**src/design/serial_port_pkg.sv**
```systemverilog
package serial_port_pkg;

  // ****************************************************************
  // Register addresses
  // ****************************************************************
  localparam logic [7:0] ADDR_CONTROL     = 8'h98;
  localparam logic [7:0] ADDR_BUFFER      = 8'h99;
  localparam logic [7:0] ADDR_RELOAD_LOW  = 8'hAA;
  localparam logic [7:0] ADDR_RELOAD_HIGH = 8'hBA;
  localparam logic [7:0] ADDR_RATE_SELECT = 8'hD8;
  localparam logic [7:0] ADDR_POWER       = 8'h87;

  // ****************************************************************
  // Reset values
  // ****************************************************************
  localparam logic [7:0] CONTROL_RESET     = 8'h00;
  localparam logic [7:0] BUFFER_RESET      = 8'h00;
  localparam logic [7:0] RELOAD_LOW_RESET  = 8'hD9;
  localparam logic [7:0] RELOAD_HIGH_RESET = 8'h03;
  localparam logic [7:0] READ_ZERO         = 8'h00;

  // ****************************************************************
  // Field positions
  // ****************************************************************
  localparam int CTL_MODE_HIGH   = 7;
  localparam int CTL_MODE_LOW    = 6;
  localparam int CTL_MULTIPROC   = 5;
  localparam int CTL_RX_ENABLE   = 4;
  localparam int CTL_TX_NINTH    = 3;
  localparam int RATE_SOURCE_BIT = 7;
  localparam int SMOD_BIT        = 7;
  localparam int RELOAD_WIDTH    = 10;
  localparam int RELOAD_HIGH_MSB = 1;

  // ****************************************************************
  // Timing counts
  // ****************************************************************
  localparam logic [3:0] SHIFT_CLOCK_DIV  = 4'hC;
  localparam logic [3:0] SHIFT_CLOCK_HALF = 4'h6;
  localparam logic [3:0] OVERSAMPLE_LAST  = 4'hF;
  localparam logic [3:0] OVERSAMPLE_MID   = 4'h7;
  localparam logic [3:0] BITS_EIGHT       = 4'h8;
  localparam logic [3:0] BITS_NINE        = 4'h9;

  // ****************************************************************
  // Modes and states
  // ****************************************************************
  typedef enum logic [1:0] {
    MODE_SHIFT       = 2'h0,
    MODE_UART8       = 2'h1,
    MODE_UART9_FIXED = 2'h2,
    MODE_UART9_VAR   = 2'h3
  } mode_t;

  typedef enum logic [1:0] {
    ST_IDLE  = 2'h0,
    ST_START = 2'h1,
    ST_DATA  = 2'h3,
    ST_STOP  = 2'h2
  } frame_state_t;

endpackage

```
**src/design/line_sync.sv**
```systemverilog
module line_sync #(
  parameter logic RESET_VALUE = 1'b1
) (
  input  wire logic clk,
  input  wire logic rstn,
  input  wire logic d,
  output logic      q
);

  logic meta;

  // Two stages before any logic sees the pin
  always_ff @(posedge clk or negedge rstn) begin
    if (!rstn) begin
      meta <= RESET_VALUE;
      q    <= RESET_VALUE;
    end else begin
      meta <= d;
      q    <= meta;
    end
  end

endmodule

```
**src/design/rate_tick_gen.sv**
```systemverilog
module rate_tick_gen #(
  parameter int RELOAD_BITS = serial_port_pkg::RELOAD_WIDTH
) (
  input  wire logic                   clk,
  input  wire logic                   rstn,
  input  wire logic [1:0]             mode,
  input  wire logic                   smod,
  input  wire logic                   rate_source_select,
  input  wire logic [RELOAD_BITS-1:0] rate_reload_value,
  input  wire logic                   timer1_overflow,
  output logic                        tick
);

  logic                   pre;
  logic                   half;
  logic                   raw;
  logic [RELOAD_BITS-1:0] count;

  // Prescaler: one pulse every two clocks
  always_ff @(posedge clk or negedge rstn) begin
    if (!rstn) pre <= 1'b0;
    else       pre <= ~pre;
  end

  // Reload counter, period of 1024 minus reload prescaled steps
  always_ff @(posedge clk or negedge rstn) begin
    if (!rstn) begin
      count <= '0;
    end else if (pre) begin
      if (&count) count <= rate_reload_value;
      else        count <= count + 1'b1;
    end
  end

  // Source selection for the oversampling tick
  always_comb begin
    if (mode == serial_port_pkg::MODE_UART9_FIXED)
      raw = pre;
    else if (rate_source_select)
      raw = pre && (&count);
    else
      raw = timer1_overflow;
  end

  // Halving stage bypassed when doubling is set
  always_ff @(posedge clk or negedge rstn) begin
    if (!rstn) begin
      half <= 1'b0;
      tick <= 1'b0;
    end else begin
      if (raw) half <= ~half;
      tick <= raw && (smod || half);
    end
  end

endmodule

```
**src/design/serial_port_uart.sv**
```systemverilog
// Notes on behaviour
// - Mode bits select clk/12 shifter, 8-bit, fixed or variable 9-bit.
// - Fixed 9-bit mode runs at clk/64, or clk/32 when doubling is set.
// - Reception starts only while the receive enable bit is one.
// - Nine-bit modes send control bit 3 as the ninth data bit.
// - Nine-bit modes store the ninth received bit in control bit 2.
// - Transmit done set after bit 8 in mode 0, at stop start otherwise.
// - Receive done set after bit 8 in mode 0, mid stop otherwise.
// - Rate source zero scales Timer 1 overflow by doubling flag over 32.
// - Rate source one: doubling times clk over 64 times (1024 - reload).
// - Reload is eight low-register bits plus two low high-register bits.
// - Buffer write loads and starts transmit; read returns received byte.
// - Doubling flag is bit 7 of the power control register.
// - Shift clock, fixed and reload rates come from the system clock; rate source zero uses Timer 1 overflow.
// - Rate source select is bit 7 at 0xD8, reset zero.
//
// The address-and-strobe port was left to the implementer.
module serial_port_uart (
  input  wire logic       clk,
  input  wire logic       rstn,
  input  wire logic [7:0] addr,
  input  wire logic [7:0] wdata,
  input  wire logic       wr,
  input  wire logic       rd,
  output logic      [7:0] rdata,
  input  wire logic       rxd_in,
  output logic            rxd_out,
  output logic            rxd_oe,
  output logic            txd,
  input  wire logic       timer1_overflow
);

  // ****************************************************************
  // Declarations
  // ****************************************************************
  logic [7:3] ctl_sw;
  logic       rx_ninth_bit;
  logic       tx_done_flag;
  logic       rx_done_flag;
  logic [7:0] rate_reload_low;
  logic [7:0] rate_reload_high;
  logic       rate_source_select;
  logic       smod;
  logic [7:0] rx_buf;

  logic [1:0] mode;
  logic       nine;
  logic       receive_enable;
  logic       multiproc_enable;
  logic       tx_ninth_bit;
  logic [9:0] rate_reload_value;
  logic       tick;
  logic       rxd_s;
  logic       rxd_prev;
  logic wr_ctl;
  logic wr_buf;
  logic wr_low;
  logic wr_high;
  logic wr_sel;
  logic wr_pwr;
  serial_port_pkg::frame_state_t tx_state;
  logic [9:0] tx_shift;
  logic [3:0] tx_bits;
  logic [3:0] tx_tick;
  logic [3:0] m0_cnt;
  logic       m0_rx;
  logic       m0_rx_done;
  logic       tx_step;
  logic       tx_last;
  logic       tx_done_set;
  serial_port_pkg::frame_state_t rx_state;
  logic [8:0] rx_shift;
  logic [3:0] rx_bits;
  logic [3:0] rx_tick;
  logic       rx_end;
  logic       rx_accept;
  logic       rx_load;

  // ****************************************************************
  // Decode helpers
  // ****************************************************************
  function automatic logic hit(input logic [7:0] a, input logic [7:0] r);
    hit = (a == r);
  endfunction

  // Write strobes per register
  assign wr_ctl  = wr && hit(addr, serial_port_pkg::ADDR_CONTROL);
  assign wr_buf  = wr && hit(addr, serial_port_pkg::ADDR_BUFFER);
  assign wr_low  = wr && hit(addr, serial_port_pkg::ADDR_RELOAD_LOW);
  assign wr_high = wr && hit(addr, serial_port_pkg::ADDR_RELOAD_HIGH);
  assign wr_sel  = wr && hit(addr, serial_port_pkg::ADDR_RATE_SELECT);
  assign wr_pwr  = wr && hit(addr, serial_port_pkg::ADDR_POWER);

  // Control fields
  assign mode = ctl_sw[serial_port_pkg::CTL_MODE_HIGH:
                       serial_port_pkg::CTL_MODE_LOW];
  assign nine = mode[1];
  assign receive_enable   = ctl_sw[serial_port_pkg::CTL_RX_ENABLE];
  assign multiproc_enable = ctl_sw[serial_port_pkg::CTL_MULTIPROC];
  assign tx_ninth_bit     = ctl_sw[serial_port_pkg::CTL_TX_NINTH];
  assign rate_reload_value = {rate_reload_high[serial_port_pkg::
                              RELOAD_HIGH_MSB:0], rate_reload_low};

  // ****************************************************************
  // Register file
  // ****************************************************************
  // Software-owned control bits
  always_ff @(posedge clk or negedge rstn) begin
    if (!rstn)       ctl_sw <= serial_port_pkg::CONTROL_RESET[7:3];
    else if (wr_ctl) ctl_sw <= wdata[7:3];
  end

  // Reload, rate source and doubling registers
  always_ff @(posedge clk or negedge rstn) begin
    if (!rstn) begin
      rate_reload_low    <= serial_port_pkg::RELOAD_LOW_RESET;
      rate_reload_high   <= serial_port_pkg::RELOAD_HIGH_RESET;
      rate_source_select <= 1'b0;
      smod               <= 1'b0;
    end else begin
      if (wr_low)  rate_reload_low  <= wdata;
      if (wr_high) rate_reload_high <= wdata;
      if (wr_sel)
        rate_source_select <= wdata[serial_port_pkg::RATE_SOURCE_BIT];
      if (wr_pwr)  smod <= wdata[serial_port_pkg::SMOD_BIT];
    end
  end

  // Ninth received bit, hardware load beats software write
  always_ff @(posedge clk or negedge rstn) begin
    if (!rstn)                rx_ninth_bit <= 1'b0;
    else if (rx_load && nine) rx_ninth_bit <= rx_shift[8];
    else if (wr_ctl)          rx_ninth_bit <= wdata[2];
  end

  // Completion flags, set wins over clear
  always_ff @(posedge clk or negedge rstn) begin
    if (!rstn) begin
      tx_done_flag <= 1'b0;
      rx_done_flag <= 1'b0;
    end else begin
      if (tx_done_set)  tx_done_flag <= 1'b1;
      else if (wr_ctl)  tx_done_flag <= wdata[1];
      if (rx_load || m0_rx_done) rx_done_flag <= 1'b1;
      else if (wr_ctl)           rx_done_flag <= wdata[0];
    end
  end

  // Receive buffer
  always_ff @(posedge clk or negedge rstn) begin
    if (!rstn)           rx_buf <= serial_port_pkg::BUFFER_RESET;
    else if (m0_rx_done) rx_buf <= tx_shift[9:2];
    else if (rx_load)    rx_buf <= nine ? rx_shift[7:0] : rx_shift[8:1];
  end

  // Read data, one cycle after the strobe
  always_ff @(posedge clk or negedge rstn) begin
    if (!rstn) begin
      rdata <= serial_port_pkg::READ_ZERO;
    end else if (rd) begin
      case (addr)
        serial_port_pkg::ADDR_CONTROL:
          rdata <= {ctl_sw, rx_ninth_bit, tx_done_flag, rx_done_flag};
        serial_port_pkg::ADDR_BUFFER:      rdata <= rx_buf;
        serial_port_pkg::ADDR_RELOAD_LOW:  rdata <= rate_reload_low;
        serial_port_pkg::ADDR_RELOAD_HIGH: rdata <= rate_reload_high;
        serial_port_pkg::ADDR_RATE_SELECT: rdata <= {rate_source_select,
                                                     7'h00};
        serial_port_pkg::ADDR_POWER:       rdata <= {smod, 7'h00};
        default:                           rdata <= serial_port_pkg::READ_ZERO;
      endcase
    end else begin
      rdata <= serial_port_pkg::READ_ZERO;
    end
  end

  // ****************************************************************
  // Rate generation and line input
  // ****************************************************************
  // Oversampling tick from clk, or from timer1_overflow when rate source is zero outside mode 2
  rate_tick_gen #(
    .RELOAD_BITS (serial_port_pkg::RELOAD_WIDTH)
  ) u_rate (
    .clk                (clk),
    .rstn               (rstn),
    .mode               (mode),
    .smod               (smod),
    .rate_source_select (rate_source_select),
    .rate_reload_value  (rate_reload_value),
    .timer1_overflow    (timer1_overflow),
    .tick               (tick)
  );

  line_sync #(
    .RESET_VALUE (1'b1)
  ) u_rx_sync (
    .clk  (clk),
    .rstn (rstn),
    .d    (rxd_in),
    .q    (rxd_s)
  );

  // Previous line level for start edge detection
  always_ff @(posedge clk or negedge rstn) begin
    if (!rstn) rxd_prev <= 1'b1;
    else       rxd_prev <= rxd_s;
  end

  // ****************************************************************
  // Transmitter and mode 0 shifter
  // ****************************************************************
  // Bit step: clk/12 in mode 0, sixteen ticks in UART modes
  assign tx_step = (mode == serial_port_pkg::MODE_SHIFT) ?
                   (m0_cnt == serial_port_pkg::SHIFT_CLOCK_DIV - 4'h1) :
                   (tick && tx_tick == serial_port_pkg::OVERSAMPLE_LAST);
  assign tx_last = (tx_state == serial_port_pkg::ST_DATA) && tx_step &&
                   (tx_bits == 4'h1);
  assign tx_done_set = tx_last && !m0_rx;

  // Shift clock divider for mode 0
  always_ff @(posedge clk or negedge rstn) begin
    if (!rstn)
      m0_cnt <= 4'h0;
    else if (tx_state == serial_port_pkg::ST_IDLE || tx_step)
      m0_cnt <= 4'h0;
    else
      m0_cnt <= m0_cnt + 4'h1;
  end

  // Oversample counter for transmit bits
  always_ff @(posedge clk or negedge rstn) begin
    if (!rstn)
      tx_tick <= 4'h0;
    else if (tx_state == serial_port_pkg::ST_IDLE)
      tx_tick <= 4'h0;
    else if (tick)
      tx_tick <= tx_tick + 4'h1;
  end

  // Transmit state machine
  always_ff @(posedge clk or negedge rstn) begin
    if (!rstn) begin
      tx_state <= serial_port_pkg::ST_IDLE;
      tx_shift <= 10'h3FF;
      tx_bits  <= 4'h0;
      m0_rx    <= 1'b0;
    end else begin
      case (tx_state)
        serial_port_pkg::ST_IDLE: begin
          if (wr_buf) begin
            tx_shift <= {1'b1, nine ? tx_ninth_bit : 1'b1, wdata};
            tx_bits  <= nine ? serial_port_pkg::BITS_NINE :
                               serial_port_pkg::BITS_EIGHT;
            m0_rx    <= 1'b0;
            tx_state <= (mode == serial_port_pkg::MODE_SHIFT) ?
                        serial_port_pkg::ST_DATA : serial_port_pkg::ST_START;
          end else if (mode == serial_port_pkg::MODE_SHIFT &&
                       receive_enable && !rx_done_flag) begin
            tx_shift <= 10'h3FF;
            tx_bits  <= serial_port_pkg::BITS_EIGHT;
            m0_rx    <= 1'b1;
            tx_state <= serial_port_pkg::ST_DATA;
          end
        end
        serial_port_pkg::ST_START: begin
          if (tx_step) tx_state <= serial_port_pkg::ST_DATA;
        end
        serial_port_pkg::ST_DATA: begin
          if (tx_step) begin
            tx_shift <= {m0_rx ? rxd_s : 1'b1, tx_shift[9:1]};
            tx_bits  <= tx_bits - 4'h1;
            if (tx_bits == 4'h1)
              tx_state <= (mode == serial_port_pkg::MODE_SHIFT) ?
                          serial_port_pkg::ST_IDLE :
                          serial_port_pkg::ST_STOP;
          end
        end
        serial_port_pkg::ST_STOP: begin
          if (tx_step) tx_state <= serial_port_pkg::ST_IDLE;
        end
        default: tx_state <= serial_port_pkg::ST_IDLE;
      endcase
    end
  end

  // Mode 0 receive completion, one cycle after the last shift
  always_ff @(posedge clk or negedge rstn) begin
    if (!rstn) m0_rx_done <= 1'b0;
    else       m0_rx_done <= tx_last && m0_rx;
  end

  // Pin drivers
  always_ff @(posedge clk or negedge rstn) begin
    if (!rstn) begin
      txd     <= 1'b1;
      rxd_out <= 1'b1;
      rxd_oe  <= 1'b0;
    end else if (mode == serial_port_pkg::MODE_SHIFT) begin
      txd     <= !(tx_state != serial_port_pkg::ST_IDLE &&
                   m0_cnt < serial_port_pkg::SHIFT_CLOCK_HALF);
      rxd_out <= tx_shift[0];
      rxd_oe  <= (tx_state != serial_port_pkg::ST_IDLE) && !m0_rx;
    end else begin
      case (tx_state)
        serial_port_pkg::ST_START: txd <= 1'b0;
        serial_port_pkg::ST_DATA:  txd <= tx_shift[0];
        default:                   txd <= 1'b1;
      endcase
      rxd_out <= 1'b1;
      rxd_oe  <= 1'b0;
    end
  end

  // ****************************************************************
  // UART receiver
  // ****************************************************************
  // Frame end and acceptance in mid stop bit
  assign rx_end = (rx_state == serial_port_pkg::ST_STOP) && tick &&
                  (rx_tick == serial_port_pkg::OVERSAMPLE_LAST);
  assign rx_accept = !rx_done_flag &&
                     (!multiproc_enable ||
                      (nine ? rx_shift[8] : rxd_s));
  assign rx_load = rx_end && rx_accept;

  // Receive state machine
  always_ff @(posedge clk or negedge rstn) begin
    if (!rstn) begin
      rx_state <= serial_port_pkg::ST_IDLE;
      rx_shift <= 9'h000;
      rx_bits  <= 4'h0;
      rx_tick  <= 4'h0;
    end else begin
      if (tick) rx_tick <= rx_tick + 4'h1;
      case (rx_state)
        serial_port_pkg::ST_IDLE: begin
          rx_tick <= 4'h0;
          if (mode != serial_port_pkg::MODE_SHIFT && receive_enable &&
              rxd_prev && !rxd_s)
            rx_state <= serial_port_pkg::ST_START;
        end
        serial_port_pkg::ST_START: begin
          if (tick && rx_tick == serial_port_pkg::OVERSAMPLE_MID) begin
            rx_tick  <= 4'h0;
            rx_bits  <= nine ? serial_port_pkg::BITS_NINE :
                               serial_port_pkg::BITS_EIGHT;
            rx_state <= rxd_s ? serial_port_pkg::ST_IDLE :
                                serial_port_pkg::ST_DATA;
          end
        end
        serial_port_pkg::ST_DATA: begin
          if (tick && rx_tick == serial_port_pkg::OVERSAMPLE_LAST) begin
            rx_shift <= {rxd_s, rx_shift[8:1]};
            rx_bits  <= rx_bits - 4'h1;
            if (rx_bits == 4'h1) rx_state <= serial_port_pkg::ST_STOP;
          end
        end
        serial_port_pkg::ST_STOP: begin
          if (rx_end) rx_state <= serial_port_pkg::ST_IDLE;
        end
        default: rx_state <= serial_port_pkg::ST_IDLE;
      endcase
    end
  end

endmodule

```
**config.mk**
```make
export PLATFORM = sky130hd
export DESIGN_NAME = serial_port_uart
export DESIGN_NICKNAME = d
export VERILOG_FILES = /design/src/design/serial_port_pkg.sv /design/src/design/line_sync.sv /design/src/design/rate_tick_gen.sv /design/src/design/serial_port_uart.sv
export SDC_FILE = /design/constraint.sdc
export NUM_CORES = 1
export LEC_CHECK = 0
export BUFFER_PORTS_ARGS = -buffer_cell sky130_fd_sc_hd__buf_4
export CAP_MARGIN = 20
export CORE_MARGIN = 2
export CORE_UTILIZATION = 30
export DETAILED_ROUTE_END_ITERATION = 10
export GPL_TIMING_DRIVEN = 0
export SLEW_MARGIN = 20
export SYNTH_ARGS = -nofsm -noshare
export SYNTH_HDL_FRONTEND = slang
export SYNTH_HIERARCHICAL = 1
export SYNTH_SLANG_ARGS = --single-unit
```
**constraint.sdc**
```tcl
create_clock -name clk -period 2.5 [get_ports clk]
set_input_delay 0.125 -clock clk [delete_from_list [all_inputs] [get_ports clk]]
set_output_delay 0.125 -clock clk [all_outputs]
set_load 0.05 [all_outputs]
```
Word level (Yosys, flattened, before mapping)
Index checks and enable logic that the tools add are counted.

Reductions and logical operators: 56. Bitwise operators: 2. Equal/unequal tests: 29. Magnitude comparators: 1. $add $sub $neg: 6. Muxes and demuxes: 58.

Operators by type and width (count): $eq 8x8->1 const B (6); $pmux 8 s6 (1); $mux 10 (4); $mux 4 (10); $mux 8 (4); $mux 2 (14); $logic_and 1x1->1 (27); $pmux 4 s2 (3); $pmux 10 s2 (1); $reduce_bool 2->1 (10); $mux 1 (18); $ne 2x2->1 const B (8); $pmux 2 s4 (2); $add 4x1->4 const B (3); $eq 4x4->1 const B (3); $add 10x1->10 const B (1); $eq 2x2->1 const B (5); $reduce_and 10->1 (1); $reduce_and 5->1 (2); $eq 4x1->1 const B (2); $sub 4x1->4 const B (2); $logic_not 2->1 (3); $reduce_and 3->1 (2); $logic_not 1->1 (5); other kinds (9) (15).

Logic and storage cells: 183. Input bits: 22. Register bits: 106. Output and inout port bits: 11.

Depth between registers and ports, before layout
Word-level depth: 7. Depth in mapped cells: 7. Mapped depth without buffers: 6.

By module
Netlist, hierarchy kept.

By module, submodules not included: serial_port_uart (seq. area each 2302.2 um2, times used 1, area an instance 4573.1 um2, cells each 414); rate_tick_gen (seq. area each 325.3 um2, times used 1, area an instance 728.2 um2, cells each 74); line_sync (seq. area each 52.6 um2, times used 1, area an instance 52.6 um2, cells each 2).

Worst setup path after synthesis
OpenSTA, ideal clock, no wires.

Path type: reg2reg. From: register ctl_sw[7] in the netlist's numbering. To: register tx_shift[4]. Path buffers: 3. Stages on the path, launching flop included: 8. Setup time: 85 ps. Slack: 478 ps. Clock period less this slack: 2022 ps. Arrival: 1937 ps. Data required time: 2415 ps. Cell sequence: dfrtp_1 -> buf_2 -> or2_1 -> buf_2 -> mux2_4 -> o22ai_4 -> buf_4 -> mux2_1.

Word-level cells in the longest chain between the ends: 5. Elaborated cells between the ends (all ways): 7. Classes of those cells: eq/ne (2); mux (1); reduce/logical (4).

RTL lines: start: declaration (RTL line serial_port_uart.sv:36) `logic [7:3] ctl_sw;`; start signal: assignment (RTL line serial_port_uart.sv:109) `if (!rstn) ctl_sw <= serial_port_pkg::CONTROL_RESET[7:3];`; start signal: assignment (RTL line serial_port_uart.sv:110) `else if (wr_ctl) ctl_sw <= wdata[7:3];`; $logic_not 2->1 (*) (RTL line serial_port_uart.sv:213, serial_port_uart.sv:257); $logic_and 1x1->1 (RTL line serial_port_uart.sv:257) `end else if (mode == serial_port_pkg::MODE_SHIFT &&`; $logic_and 1x1->1 (RTL line serial_port_uart.sv:258) `receive_enable && !rx_done_flag) begin`; $ne 3x2->1 (no line); $reduce_and 3->1 (no line) (*); end signal: assignment (RTL line serial_port_uart.sv:251) `tx_shift <= {1'b1, nine ? tx_ninth_bit : 1'b1, wdata};`; end signal: assignment (RTL line serial_port_uart.sv:270) `tx_shift <= {m0_rx ? rxd_s : 1'b1, tx_shift[9:1]};`; end: declaration (RTL line serial_port_uart.sv:62) `logic [9:0] tx_shift;`.

Mark *: on every way between the ends. The rest lies on a longest branch, timed or not. A chain may end at the register's enable or synchronous reset.

Final worst setup path
From: register ctl_sw[7] in the netlist's numbering. To: register tx_shift[5].

Same word-level chain as after synthesis.

==> metrics.txt <==
status=finished clean; mean instance size in the synthesized netlist=10.93 um2; CTS tree=done; dominant cell type by area after synthesis=dfrtp_1; net count after synthesis=520; critical path data arrival time=about 2500 ps; Placer Congestion=between 0.8 and 0.9; number of synthesized flops with an enable pin=0; number of global-route vias before repair=4,006; Synth cell types=67; critical path start-end classification=register to register; die extent in x=about 140 um; launching element type of the critical path=register; Reg2Reg Setup Slack=between 200 and 300 ps; maximum fanout along the worst path=10; diode insertion count for antenna repair=0; cell types with the largest area share after synthesis=dfrtp_1 (39%), dfstp_2 (11%), mux2_1 (6.3%), mux2i_1 (6.2%), nor2_1 (3.2%); number of nets with antenna violations after detailed routing=0; number of detailed-route iterations in the first pass=4; Via density=roughly 5.0; drt wl/cell=16.24 um; r2r endpoint=tx_shift[5]$_DFFE_PN1P_; post-CTS clock slew at the launch and capture registers of the worst setup and hold paths=approximately 70 ps; depth of the worst register-to-register path=7; Final Hold Fails=0; top flip-flop cell by instance count after synthesis=dfrtp_1; proportion of synthesized chip area in sequential cells=0.5006; maximum number of buffers from clock root to sink=2; total via count after detailed routing=around 3,900; share of final-layout standard cells stronger than drive strength 1=0.1981; number of placement rows=48; RSZ-0062 raised after global routing=false; sequential standard cell area=2680 um2; FF+latch count, synth=between 100 and 150; final worst path period share=0.8990; area overhead of the layout relative to synthesis=16.45%; # nets final=~570; GR Util All Layers=0.1414; # resized after CTS=0; min-delay worst type=input pin to register; max-slew violation count=0; startpoint of the most critical register-to-register path=ctl_sw[7]$_DFFE_PN0P_; Die Ht=137.6 um; first-pass GRT wire length=just over 20,000 um; Relative slew margins=0.3592; clock sink total=roughly 110; final design utilization=0.3592; footprint of the multi-input gates=between 2000 and 3000 um2; Gate Count Post-Synth=490; Synth Cell Area=around 5400 um2; number of buffers added on ports=32; tightest hold margin=about 30 ps; shortest period the worst path allows=roughly 2200 ps; CTS Root Buffer Type=clkbuf_16; Max Fclk=444.9 MHz; startpoint of the worst setup timing path=ctl_sw[7]$_DFFE_PN0P_; total power per unit cell area=between 600 and 700 nW/um2; violation count after the first detailed-routing iteration=about 290; Crit. End Element=register; number of antenna violations at the first check in global routing=0; Worst IR Drop VDD=between 0.4 and 0.5 mV; sum of overflow across all layers after global routing=0; CP Capture Point=tx_shift[5]$_DFFE_PN1P_; fraction of synthesized cell area taken by the top area cell type=0.3926; Yosys warning total=6; count of filler cells inserted in the layout=1,700; Setup Skew=approximately 5.4 ps; max-cap violation count=0; pin count of the biggest net entering global routing=around 110; Num CTS Buffers=9; area inside the core boundary=about 17,000 um2; Post-CTS Setup Bufs=0; share of synthesized flip-flops with an asynchronous set or reset=1.000; count of pins on the block boundary=33; number of setup violations in the final report=0; worst path required time=roughly 2800 ps; effective utilization at floorplan=0.3085; summed negative setup slack over all endpoints=0 ps; actual slew at the worst max-slew pin=between 900 and 1000 ps; leak pwr=2.684 nW; HPWL after DPL=8911 um; htree depth=3; Die Outline Area=18,930 um2; drt drc=0; insertion delay to the later sink of the worst-skew pair=between 300 and 400 ps; Post-Route WL=around 12,000 um
-- area by class of cell --
cell class / count / area share
clock inverters: 5 / 0.01646
well taps: 225 / 0.04515
multi-input cells: 345 / 0.4020
clock buffers: 11 / 0.03733
flip-flops and latches: 106 / 0.4299
inverters: 15 / 0.009031
plain buffers: 24 / 0.01786
repair buffers: 34 / 0.04234
-- worst max-delay path: stages, from the launching register on --
cell and delay (ps):
dfrtp_1 380, buf_2 200, or2_1 240, buf_2 160, mux2_4 350, o22ai_4 270, buf_4 240, mux2_1 340
-- per-layer routing --
metal,vias up,track usage,routed length [um]
li1,1868,-,-
met1,1884,0.1807,5672
met2,88,0.2377,5857
met3,15,0.03532,675
met4,0,0.03895,219
met5,-,0,0
-- power by group --
part	switching [W]	internal (W)
clock network	0.000623	0.000978
logic	0.000328	0.000271
registers	0.000133	0.00193
-- cell families after synthesis --
logic type | count (synthesis) | share of synthesized area
flip-flops | 106 | 0.5006
buffers and inverters | 39 | 0.03132
AO/OA/AOI/OAI | 93 | 0.1171
AND/OR/NAND/NOR | 152 | 0.1465
multiplexers | 83 | 0.1711
XOR/XNOR | 9 | 0.01472
adder cells (fa/ha/maj) | 8 | 0.01870
-- synthesized netlist by cell type (5+ instances only) --
| master | number |
|---|---|
| a21oi_1 | 19 |
| or3_1 | 5 |
| o21ai_0 | 11 |
| nor2_1 | 46 |
| mux2_1 | 30 |
| nand2_1 | 30 |
| dfstp_2 | 22 |
| inv_1 | 15 |
| mux2_4 | 6 |
| dfrtp_1 | 84 |
| and3_1 | 6 |
| buf_2 | 8 |
| nand4_1 | 9 |
| o21ai_1 | 17 |
| o22a_1 | 8 |
| ha_1 | 8 |
| mux2_2 | 14 |
| nor3_1 | 14 |
| clkbuf_1 | 11 |
| xor2_1 | 5 |
| nand3_1 | 11 |
| mux2i_1 | 33 |
-- flip-flops by register name (all words and copies together), names as in the netlist, 2 cells and up --
name              count
rx_tick               4
tx_shift             10
tx_tick               4
u_rate/count         10
rate_reload_high      8
tx_bits               4
rx_state              2
rx_buf                8
rdata                 8
ctl_sw                5
rx_bits               4
m0_cnt                4
rate_reload_low       8
rx_shift              9
tx_state              2
-- worst min-delay path by stage --
stage / from / endpoint / slack, ps / cells past startpoint
2_1_floorplan: rstn / ctl_sw[3]$_DFFE_PN0P_ / -170 / 0
3_3_place_gp: rxd_in / u_rx_sync/meta$_DFF_PN1_ / 250 / 1
3_5_place_dp: rxd_in / u_rx_sync/meta$_DFF_PN1_ / 240 / 1
4_1_cts: wdata[3] / rate_reload_high[3]$_DFFE_PN0P_ / 20 / 2
5_1_grt: wdata[3] / rate_reload_high[3]$_DFFE_PN0P_ / 30 / 2
6_report: wdata[3] / rate_reload_high[3]$_DFFE_PN0P_ / 30 / 2
-- placed cells by master (no fill, tap or decap), types with 3 or more instances in the layout --
cell	n
a21oi_1	19
a22oi_1	3
a31oi_1	3
and2_1	4
and3_1	6
buf_2	8
buf_4	34
bufinv_16	3
clkbuf_1	13
clkbuf_16	9
dfrtp_1	84
dfstp_2	22
ha_1	8
inv_1	15
mux2_1	30
mux2_2	14
mux2_4	6
mux2i_1	33
nand2_1	30
nand2b_1	4
nand3_1	11
nand3b_1	4
nand4_1	9
nor2_1	46
nor3_1	14
o211ai_1	3
o21ai_0	11
o21ai_1	17
o22a_1	8
o2bb2ai_1	3
o32ai_1	4
or3_1	5
xnor2_1	4
xor2_1	5
-- repair_timing --
item                                    CTS  global route
endpoints found under the setup margin    0             0
endpoints found under the hold margin    85             0
hold buffers                              2             0
-- through the flow --
stage	power, W	instance area, um2	worst slack, ps	cells
after floorplan	0.002480	5354	478.4	490
after global placement	0.002667	5876	298.1	747
after detailed placement	0.002702	5879	267.3	747
after CTS	0.004325	6235	252.1	765
after global routing	0.004482	6235	147.8	765
final	0.004267	6235	252.4	765
(Power assumes the default switching activity.)
